[config.mk]
export PLATFORM = sky130hd
export DESIGN_NAME = ccs_status_flags
export DESIGN_NICKNAME = d
export VERILOG_FILES = /design/src/logic/ccs_pkg.sv /design/src/logic/ccs_status_flags.sv
export SDC_FILE = /design/constraint.sdc
export NUM_CORES = 1
export LEC_CHECK = 0
export ABC_AREA = 1
export BUFFER_PORTS_ARGS = -buffer_cell sky130_fd_sc_hd__buf_2
export CORE_MARGIN = 2
export CORE_UTILIZATION = 33
export CTS_CLUSTER_DIAMETER = 80
export DETAILED_ROUTE_END_ITERATION = 6
export PLACE_DENSITY = 0.64
export SYNTH_ARGS = -nofsm -noshare
export SYNTH_HDL_FRONTEND = slang
export SYNTH_SLANG_ARGS = --single-unit
[constraint.sdc]
create_clock -name clk_sys -period 1.4 [get_ports clk_sys]
set_clock_uncertainty 0.2 [all_clocks]
set_input_delay 0.28 -clock clk_sys [delete_from_list [all_inputs] [get_ports clk_sys]]
set_output_delay 0.28 -clock clk_sys [all_outputs]
set_load 0.02 [all_outputs]
[src/logic/ccs_pkg.sv]
/*
  Constants, register map and types for the controller status flag block.
  Assumes the including design is clocked by one system clock and that every
  user of these names refers to them through the package scope.
*/
// How it works
// - The live receive level bit follows the receive pin every clock and reads 1 after reset.
// - The last sampled receive level bit takes the pin level at each bit-sample strobe and resets to 1.
// - The receive-in-progress bit sets when a reception starts, clears when it ends, and resets to 0.
// - The transmit-in-progress bit sets when a transmission starts, clears when it completes, and resets to 0.
// - The sleep-entry flag sets only when its enable is 1 as sleep is entered, and raises the interrupt.
// - The sleep-entry flag clears on a written 1 and also by hardware when the sleep acknowledge drops.
// - Sleep is left when a start of frame is seen, and that sets the sleep-exit flag, which resets to 0.
// - A set sleep-exit flag raises the interrupt while its enable is 1, and a written 1 clears it.
// - The error flag reads 1 once an enabled error source has been active, whatever its interrupt enable, until a written 1 clears it.
// - Bits 31 to 12 and 7 to 5 are reserved and always read as zero.
// - The error flag sets only when an error source and its matching enable are both 1; a 1 clears it.
package ccs_pkg;

  // Register byte addresses.
  localparam logic [7:0] ADDR_STATUS  = 8'h00; // controller_status
  localparam logic [7:0] ADDR_IRQ_EN  = 8'h04; // interrupt enables, status layout
  localparam logic [7:0] ADDR_ERR_EN  = 8'h08; // per-source error enables

  // Field positions in controller_status and the enable register.
  localparam int BIT_LIVE_RX    = 11;
  localparam int BIT_SAMPLED_RX = 10;
  localparam int BIT_RX_BUSY    = 9;
  localparam int BIT_TX_BUSY    = 8;
  localparam int BIT_ENTRY      = 4;
  localparam int BIT_EXIT       = 3;
  localparam int BIT_ERROR      = 2;
  localparam int BIT_SLEEP_ACK  = 1;

  // Number of error status sources feeding the error flag.
  localparam int ERR_SRC_W = 4;

  // Reset values.
  localparam logic       RST_LIVE_RX    = 1'h1;
  localparam logic       RST_SAMPLED_RX = 1'h1;
  localparam logic       RST_BUSY       = 1'h0;
  localparam logic       RST_FLAG       = 1'h0;
  localparam logic       RST_SLEEP_ACK  = 1'h1;
  localparam logic [2:0] RST_IRQ_EN     = 3'h0;
  localparam logic [3:0] RST_ERR_EN     = 4'h0;
  localparam logic [31:0] RD_ZERO       = 32'h0000_0000;

  // Sleep state, one-hot.
  typedef enum logic [1:0] {
    SLP_AWAKE  = 2'h1,
    SLP_ASLEEP = 2'h2
  } ccs_sleep_e;

  // All state of the block.
  typedef struct packed {
    logic                 liveRx;
    logic                 sampledRx;
    logic                 rxBusy;
    logic                 txBusy;
    ccs_sleep_e           sleep;
    logic                 sleepAck;
    logic                 entryFlag;
    logic                 exitFlag;
    logic                 errFlag;
    logic [2:0]           irqEn;     // {entry, exit, error}
    logic [ERR_SRC_W-1:0] errEn;
    logic [31:0]          rdData;
    logic                 irq;
  } ccs_state_s;

endpackage : ccs_pkg

[src/logic/ccs_status_flags.sv]
/*
  Status register logic of a CAN controller: live and sampled receive level,
  receive and transmit activity, sleep entry and exit flags, error flag, and
  a masked level interrupt. Assumes all inputs but rst_n are synchronous to clk_sys, the
  protocol engine delivers one-cycle event pulses, and a simple register port
  with reads answered one cycle later.
*/
`timescale 1ns/1ps
`default_nettype none

module ccs_status_flags (
  input  wire logic                         clk_sys,      // System clock, 50 MHz.
  input  wire logic                         rst_n,        // Asynchronous reset, active low.
  input  wire logic [7:0]                   regAddr,      // Register byte address.
  input  wire logic [31:0]                  regWrData,    // Write data.
  input  wire logic                         regWrEn,      // Write strobe.
  input  wire logic                         regRdEn,      // Read strobe.
  output logic      [31:0]                  regRdData,    // Read data, cycle after strobe.
  input  wire logic                         rxPin,        // CAN receive pin level.
  input  wire logic                         rxSampleStb,  // Bit sample point pulse.
  input  wire logic                         rxStart,      // Reception begins pulse.
  input  wire logic                         rxEnd,        // Reception ends pulse.
  input  wire logic                         txStart,      // Transmission begins pulse.
  input  wire logic                         txDone,       // Transmission completes pulse.
  input  wire logic                         sleepReq,     // Sleep requested by mode control.
  input  wire logic                         sofDetect,    // Start of frame seen pulse.
  input  wire logic [ccs_pkg::ERR_SRC_W-1:0] errSrc,      // Error status source bits.
  output logic                              sleepAck,     // Controller is asleep.
  output logic                              irq           // Status change interrupt.
);

  logic              rstMeta;
  logic              rstSync_n;
  ccs_pkg::ccs_state_s s_reg;
  ccs_pkg::ccs_state_s s_next;

  // Reset release synchroniser; the assert path stays asynchronous.
  always_ff @(posedge clk_sys or negedge rst_n)
  begin
    if (!rst_n)
    begin
      rstMeta   <= 1'b0;
      rstSync_n <= 1'b0;
    end
    else
    begin
      rstMeta   <= 1'b1;
      rstSync_n <= rstMeta;
    end
  end

  // Next-state logic for every field of the block.
  always_comb
  begin
    logic       wrStatus;
    logic       goSleep;
    logic       wake;
    logic [2:0] pend;
    s_next   = s_reg;
    wrStatus = regWrEn && (regAddr == ccs_pkg::ADDR_STATUS);
    goSleep  = 1'b0;
    wake     = 1'b0;
    pend     = 3'h0;

    // Pin level follows every clock; the sampled copy only at the sample point.
    s_next.liveRx = rxPin;
    if (rxSampleStb)
    begin
      s_next.sampledRx = rxPin;
    end

    // Activity bits; a start in the same cycle as an end wins.
    if (rxStart)
    begin
      s_next.rxBusy = 1'b1;
    end
    else if (rxEnd)
    begin
      s_next.rxBusy = 1'b0;
    end
    if (txStart)
    begin
      s_next.txBusy = 1'b1;
    end
    else if (txDone)
    begin
      s_next.txBusy = 1'b0;
    end

    // Sleep is only entered with the bus quiet, so no frame is cut short.
    case (s_reg.sleep)
      ccs_pkg::SLP_AWAKE:
      begin
        if (sleepReq && !s_reg.rxBusy && !s_reg.txBusy && !rxStart && !txStart)
        begin
          s_next.sleep = ccs_pkg::SLP_ASLEEP;
          goSleep      = 1'b1;
        end
      end
      ccs_pkg::SLP_ASLEEP:
      begin
        if (sofDetect || !sleepReq)
        begin
          s_next.sleep = ccs_pkg::SLP_AWAKE;
          wake         = sofDetect;
        end
      end
      default:
      begin
        s_next.sleep = ccs_pkg::SLP_ASLEEP;
      end
    endcase
    s_next.sleepAck = (s_next.sleep == ccs_pkg::SLP_ASLEEP);

    // Software clears first; hardware sets afterwards so a coincident set wins.
    if (wrStatus)
    begin
      if (regWrData[ccs_pkg::BIT_ENTRY])
      begin
        s_next.entryFlag = 1'b0;
      end
      if (regWrData[ccs_pkg::BIT_EXIT])
      begin
        s_next.exitFlag = 1'b0;
      end
      if (regWrData[ccs_pkg::BIT_ERROR])
      begin
        s_next.errFlag = 1'b0;
      end
    end
    // Hardware clear of the entry flag when the acknowledge drops.
    if (s_reg.sleepAck && !s_next.sleepAck)
    begin
      s_next.entryFlag = 1'b0;
    end
    if (goSleep && s_reg.irqEn[2])
    begin
      s_next.entryFlag = 1'b1;
    end
    if (wake)
    begin
      s_next.exitFlag = 1'b1;
    end
    // Level sources re-set the flag each cycle they stay enabled and active.
    if (|(errSrc & s_reg.errEn))
    begin
      s_next.errFlag = 1'b1;
    end

    // Enable registers; all other bits of a write are dropped.
    if (regWrEn && (regAddr == ccs_pkg::ADDR_IRQ_EN))
    begin
      s_next.irqEn = {regWrData[ccs_pkg::BIT_ENTRY], regWrData[ccs_pkg::BIT_EXIT],
                      regWrData[ccs_pkg::BIT_ERROR]};
    end
    if (regWrEn && (regAddr == ccs_pkg::ADDR_ERR_EN))
    begin
      s_next.errEn = regWrData[ccs_pkg::ERR_SRC_W-1:0];
    end

    // Read data stands for one cycle only; reserved bits stay zero.
    s_next.rdData = ccs_pkg::RD_ZERO;
    if (regRdEn)
    begin
      case (regAddr)
        ccs_pkg::ADDR_STATUS:
        begin
          s_next.rdData[ccs_pkg::BIT_LIVE_RX]    = s_reg.liveRx;
          s_next.rdData[ccs_pkg::BIT_SAMPLED_RX] = s_reg.sampledRx;
          s_next.rdData[ccs_pkg::BIT_RX_BUSY]    = s_reg.rxBusy;
          s_next.rdData[ccs_pkg::BIT_TX_BUSY]    = s_reg.txBusy;
          s_next.rdData[ccs_pkg::BIT_ENTRY]      = s_reg.entryFlag;
          s_next.rdData[ccs_pkg::BIT_EXIT]       = s_reg.exitFlag;
          s_next.rdData[ccs_pkg::BIT_ERROR]      = s_reg.errFlag;
          s_next.rdData[ccs_pkg::BIT_SLEEP_ACK]  = s_reg.sleepAck;
        end
        ccs_pkg::ADDR_IRQ_EN:
        begin
          s_next.rdData[ccs_pkg::BIT_ENTRY] = s_reg.irqEn[2];
          s_next.rdData[ccs_pkg::BIT_EXIT]  = s_reg.irqEn[1];
          s_next.rdData[ccs_pkg::BIT_ERROR] = s_reg.irqEn[0];
        end
        ccs_pkg::ADDR_ERR_EN:
        begin
          s_next.rdData[ccs_pkg::ERR_SRC_W-1:0] = s_reg.errEn;
        end
        default:
        begin
          s_next.rdData = ccs_pkg::RD_ZERO;
        end
      endcase
    end

    // Interrupt is a level from the flag state now being registered.
    pend[2] = s_next.entryFlag;
    pend[1] = s_next.exitFlag & s_next.irqEn[1];
    pend[0] = s_next.errFlag & s_next.irqEn[0];
    s_next.irq = |pend;
  end

  // One register for all state, reset from the synchronised copy.
  always_ff @(posedge clk_sys or negedge rstSync_n)
  begin
    if (!rstSync_n)
    begin
      s_reg.liveRx    <= ccs_pkg::RST_LIVE_RX;
      s_reg.sampledRx <= ccs_pkg::RST_SAMPLED_RX;
      s_reg.rxBusy    <= ccs_pkg::RST_BUSY;
      s_reg.txBusy    <= ccs_pkg::RST_BUSY;
      s_reg.sleep     <= ccs_pkg::SLP_ASLEEP;
      s_reg.sleepAck  <= ccs_pkg::RST_SLEEP_ACK;
      s_reg.entryFlag <= ccs_pkg::RST_FLAG;
      s_reg.exitFlag  <= ccs_pkg::RST_FLAG;
      s_reg.errFlag   <= ccs_pkg::RST_FLAG;
      s_reg.irqEn     <= ccs_pkg::RST_IRQ_EN;
      s_reg.errEn     <= ccs_pkg::RST_ERR_EN;
      s_reg.rdData    <= ccs_pkg::RD_ZERO;
      s_reg.irq       <= ccs_pkg::RST_FLAG;
    end
    else
    begin
      s_reg <= s_next;
    end
  end

  assign regRdData = s_reg.rdData;
  assign sleepAck  = s_reg.sleepAck;
  assign irq       = s_reg.irq;

endmodule : ccs_status_flags

`default_nettype wire

==> Word level (Yosys, flattened, before mapping) <==
Index checks and enable logic that the tools add are counted.
{ "totals": {"wordCells": 71, "reg_bits": 52, "in_bits": 56} }
{ "classes": {"n_eq_ne": 5, "mux": 26, "bitwise": 3, "n_reduce_logical": 21} }
{ "ops": {"columns": ["op", "count"], "rows": [
  ["two-way mux 1 bit", 16],
  ["two-way mux 12 bit", 1],
  ["logical AND 1 bit", 9],
  ["== test 8 x 3 -> 1 bit, second input constant", 1],
  ["== test 8 x 4 -> 1 bit, second input constant", 1],
  ["zero test 8 bit", 1],
  ["zero test 1 bit", 6],
  ["two-way mux 2 bit", 3],
  ["case mux 2 bit (3 select lines)", 1],
  ["bitwise AND 4 bit", 1],
  ["== test 2 bit, second input constant", 2],
  ["two-way mux 4 bit", 1],
  ["case mux 1 bit (2 select lines)", 2],
  ["case mux 2 bit (2 select lines)", 1],
  ["nonzero test 2 bit", 2],
  ["OR reduction 4 bit", 1],
  ["two-way mux 3 bit", 1],
  ["OR reduction 3 bit", 1],
  ["bitwise AND 1 bit", 2],
  ["== test 2 x 1 -> 1 bit, second input constant", 1],
  ["logical OR 1 bit", 1]
]} }

==> Longest topological paths before layout <==
{ "depth": {"ltp_word": 13, "ltp_mapped": 11, "depth_no_buf": 11} }

==> Least setup slack after synthesis <==
OpenSTA, ideal clock, no wires.
{ "synth_timing": {"kind": "register to register", "from": "register s_reg[45] (netlist name)", "to": "register irq (netlist name)", "period_less_slack_ns": 1.609, "path_stages_with_launch": 11, "required_time_ns": 1.076, "t_arrival_ns": 1.285, "setup_slack_ns": -0.209, "path_buffers": 0, "path_cell_list": "dfstp_2 inv_1 ha_1 inv_1 nand2_1 nand2_1 nand3_1 nand2_1 nand2_1 a21oi_1 nand2_1"} }
{ "synth_lines": {"columns": ["element", "line_no", "rtl"], "rows": [
  ["start: declaration", "ccs_status_flags.sv:34", "ccs_pkg::ccs_state_s s_reg;"],
  ["start signal: assignment", "ccs_status_flags.sv:222", "s_reg <= s_next;"]
]} }

==> results.md <==
Run status:
- The run finished, with violations left.
- The checks that failed: negative hold slack, negative setup slack.

Worst setup path:
- The data arrival time of the worst path is 1.65 ns.
- The worst setup path is captured at a flip-flop.
- The required time of the worst setup path is 1.36 ns.
- In this run the worst path has a maximum fanout of 3.
- The critical path class is reg -> reg.
- STA classifies the critical path startpoint as a flip-flop.

Logic synthesis:
- Averaged over all synthesized cells, the footprint is about 8.6 µm².
- The cell accounting for the most synthesized area is sky130_fd_sc_hd__dfrtp_1.
- In the synthesized netlist, the cells that appear most often are sky130_fd_sc_hd__nand2_1 (36), sky130_fd_sc_hd__buf_4 (32), sky130_fd_sc_hd__dfrtp_1 (25), sky130_fd_sc_hd__inv_1 (25), sky130_fd_sc_hd__nor2_1 (15).
- By area the synthesized netlist is led by sky130_fd_sc_hd__dfrtp_1 (41%), sky130_fd_sc_hd__buf_4 (16%), sky130_fd_sc_hd__nand2_1 (8.9%).
- The basic-gate share of the synthesized area counting and, or, nand and nor cells is about a fifth.
- The synthesized netlist devotes between 6 and 7% of its cell area to compound gates.
- In this run, synthesis inferred 0 flip-flops with an integrated enable.
- The synthesized-area fraction occupied by adder cells is under 10%.
- The sequential cell area fraction in the yosys report is between 40% and 50%.
- The XOR/XNOR share of the synthesized area is 0%.
- The mapped netlist covers around 0.0015 mm².
- The cell with the most instances after synthesis is sky130_fd_sc_hd__nand2_1.
- The multiplexer fraction of the synthesized cell area is 0%.
- Among all flip-flop cells after synthesis, the most frequent one is sky130_fd_sc_hd__dfrtp_1.
- The count of cell types in the netlist is 21.
- The share of the synthesized area in the top cell type is roughly two fifths.
- The Yosys step of the flow raised 0 warnings.
- Of all flip-flops after synthesis, the portion carrying an async set or reset was between 90% and 100%.
- Counting flops and latches in the post-synthesis netlist gives 29.
- The combinational family with the most area after synthesis is buffers and inverters.
- In the synthesized netlist, the number of instances is roughly 180.

Pwr:
- IR analysis of the VDD net gives a maximum drop of approximately 530 µV.
- The total power divided by cell area is between 1000 and 1500 mW/mm².
- The leakage power is approximately 1.1 nW.
- The design draws between 2 and 2.5 mW.

STA:
- Final hold analysis gives a worst-case slack of -0.000410 ns.
- Setup violations remaining at the end of the flow were counted as 6.
- In the post-route analysis, the smallest setup slack over all paths is -0.289 ns.
- Dividing the final minimum period by the clock period gives 121%.
- Setup total negative slack on the finished layout was measured at -1.00 ns.
- The peak clock frequency supported by timing is 592 MHz.
- Setup repair after global routing could not meet its margin everywhere.
- The final-report hold violation count is 2.
- For the finished layout, the period the worst path requires is approximately 1.7 ns.
- The final number of max-transition violations is 0.

GRT:
- The total congestion overflow after global routing is 0.
- The wire length of the first global-routing pass is 4720 µm.
- The number of global-route vias before repair was around 1100.
- Entering global routing, the biggest net connects 15 pins.
- The number of antenna violations at the first check in global routing is 0.
- In the global route stage, overall resource usage came out at roughly an eighth.

Clock tree:
- The number of clock sinks seen by CTS is 29.
- In this run the clock root is driven by a sky130_fd_sc_hd__clkbuf_8.
- The H-tree depth is 2.
- The CTS tree is built.
- The latest clock arrival within the worst-skew pair is ~0.27 ns.
- The clock slew at the register clock pins of the worst setup and hold paths is 0.06 ns.
- The worst-case clock buffer depth is 2.
- The number of clock buffers added by TritonCTS is 5.

Min path:
- The path class of the tightest hold or removal check is reg -> async.

Finish:
- Cells with a size suffix above 1 make up between 30% and 40% of the layout.
- The net count of the finished layout is 293.
- The total of fill cells in the finished design is around 460.
- The number of diodes added for antenna fixing is 0.
- From synthesis to final layout, the design area changed by 27.4%.
- The register with the most flip-flops in the layout has 16 of them.

Route:
- The detailed router finished its first iteration with 52 violations.
- The count of nets left with antenna violations once routing finished came out at 0.
- The first detailed-routing pass ran for 4 iterations.
- After detailed routing, the number of vias per cell comes to between 4 and 5.
- In the final routed layout, each cell accounts on average for 9.58 µm.
- In the routed design, unresolved DRC markers number 0.
- The routed design has around 2800 µm of wire.
- The routed layout has between 1000 and 1500 vias.

Die:
- The floorplan step set the die width to approximately 72 µm.
- The effective utilization at floorplan is ~35%.
- The site row count is 24.
- The core footprint is about 0.0044 mm².
- In this run the vertical extent of the chip is 71.8 µm.
- The area of the die is 0.00516 mm².
- For this design the top-level I/O count stands at 90.

Flow run:
- The number of maximum-capacitance constraint violations is 0.

Place:
- The count of port buffers added during placement is 39.
- The HPWL after detailed placement is ~2200 µm.
- The routability congestion estimate is about 0.75.
==> where the power goes <==
| part | total, mW | internal (mW) | leakage (nW) | switching (mW) |
|---|---|---|---|---|
| registers | 0.980 | 0.933 | 0.353 | 0.0467 |
| logic | 0.817 | 0.412 | 0.706 | 0.404 |
| clock network | 0.634 | 0.343 | 0.0450 | 0.292 |
| total | 2.43 | 1.69 | 1.10 | 0.743 |
==> placed cells by master (no fill, tap or decap), types with 7 or more instances in the layout <==
master	n
sky130_fd_sc_hd__buf_4	16
sky130_fd_sc_hd__nand2_1	30
sky130_fd_sc_hd__inv_1	22
sky130_fd_sc_hd__buf_2	38
sky130_fd_sc_hd__conb_1	24
sky130_fd_sc_hd__nand3_1	10
sky130_fd_sc_hd__nand2_2	7
sky130_fd_sc_hd__nor2_1	15
sky130_fd_sc_hd__dfrtp_1	25
==> layout make-up <==
class                      instances  area (µm²)  share of cell area [%]
clock buffer                       6        72.6                    3.75
clock inverter                     2        10.0                   0.518
inverter                          25        93.8                    4.85
multi-input combinational        113         578                    29.9
sequential                        29         731                    37.8
tap                               52        65.1                    3.37
timing repair buffer              61         383                    19.8
==> critical path, cell delays in order, from the launching register on <==
cell and delay (ns):
sky130_fd_sc_hd__dfstp_2 0.55, sky130_fd_sc_hd__inv_2 0.05, sky130_fd_sc_hd__ha_4 0.16, sky130_fd_sc_hd__inv_2 0.04, sky130_fd_sc_hd__nand2_2 0.05, sky130_fd_sc_hd__nand2_2 0.06, sky130_fd_sc_hd__nand3_2 0.09, sky130_fd_sc_hd__nand2_2 0.09
sky130_fd_sc_hd__nand2_2 0.05, sky130_fd_sc_hd__a21oi_2 0.16, sky130_fd_sc_hd__nand2_1 0.07
==> worst paths after layout <==
check	cells past startpoint	to	start	slack [ns]
max in group asynchronous	1	s_reg[49]	rstSync_n	0.76
min	1	regRdData[9]	rstSync_n	-0.0004
min in group clk_sys	2	s_reg[47]	rxStart	0.03
max	10	irq	s_reg[45]	-0.29
max reg2reg	10	irq	s_reg[45]	-0.29
min reg2reg	1	regRdData[9]	rstSync_n	-0.0004
==> routing by layer <==
metal	vias to the layer above	track usage [%]	wire length, µm
li1	603	-	-
met3	7	5.77	203
met2	40	19.1	1280
met4	0	5.66	65
met1	513	15.0	1210
met5	-	0	0
==> through the flow <==
step / setup slack (ns) / instances / utilization [%] / instance area, µm²
final: -0.289 / 288 / 44.1 / 1930
after global routing: -0.361 / 288 / 44.1 / 1930
after CTS: -0.263 / 286 / 43.4 / 1900
after detailed placement: -0.283 / 270 / 39.4 / 1730
after global placement: -0.270 / 270 / 39.4 / 1730
after floorplan: -0.158 / 199 / - / 1620
==> logic make-up after synthesis <==
family | count (synthesis)
adders and majority gates | 2
DFF | 29
and+or+nand+nor | 70
buffers and inverters | 57
other | 2
AOI/OAI and AO/OA | 17
==> timing repair <==
item                       CTS  global route
pin swaps                    3             5
hold buffers                 5             0
gates resized for setup      7             5
setup endpoints to repair    5            10
cloned                       0             0
hold endpoints to repair     6             0
buffers inserted             3             2
Power figures use the tool's default switching activity.
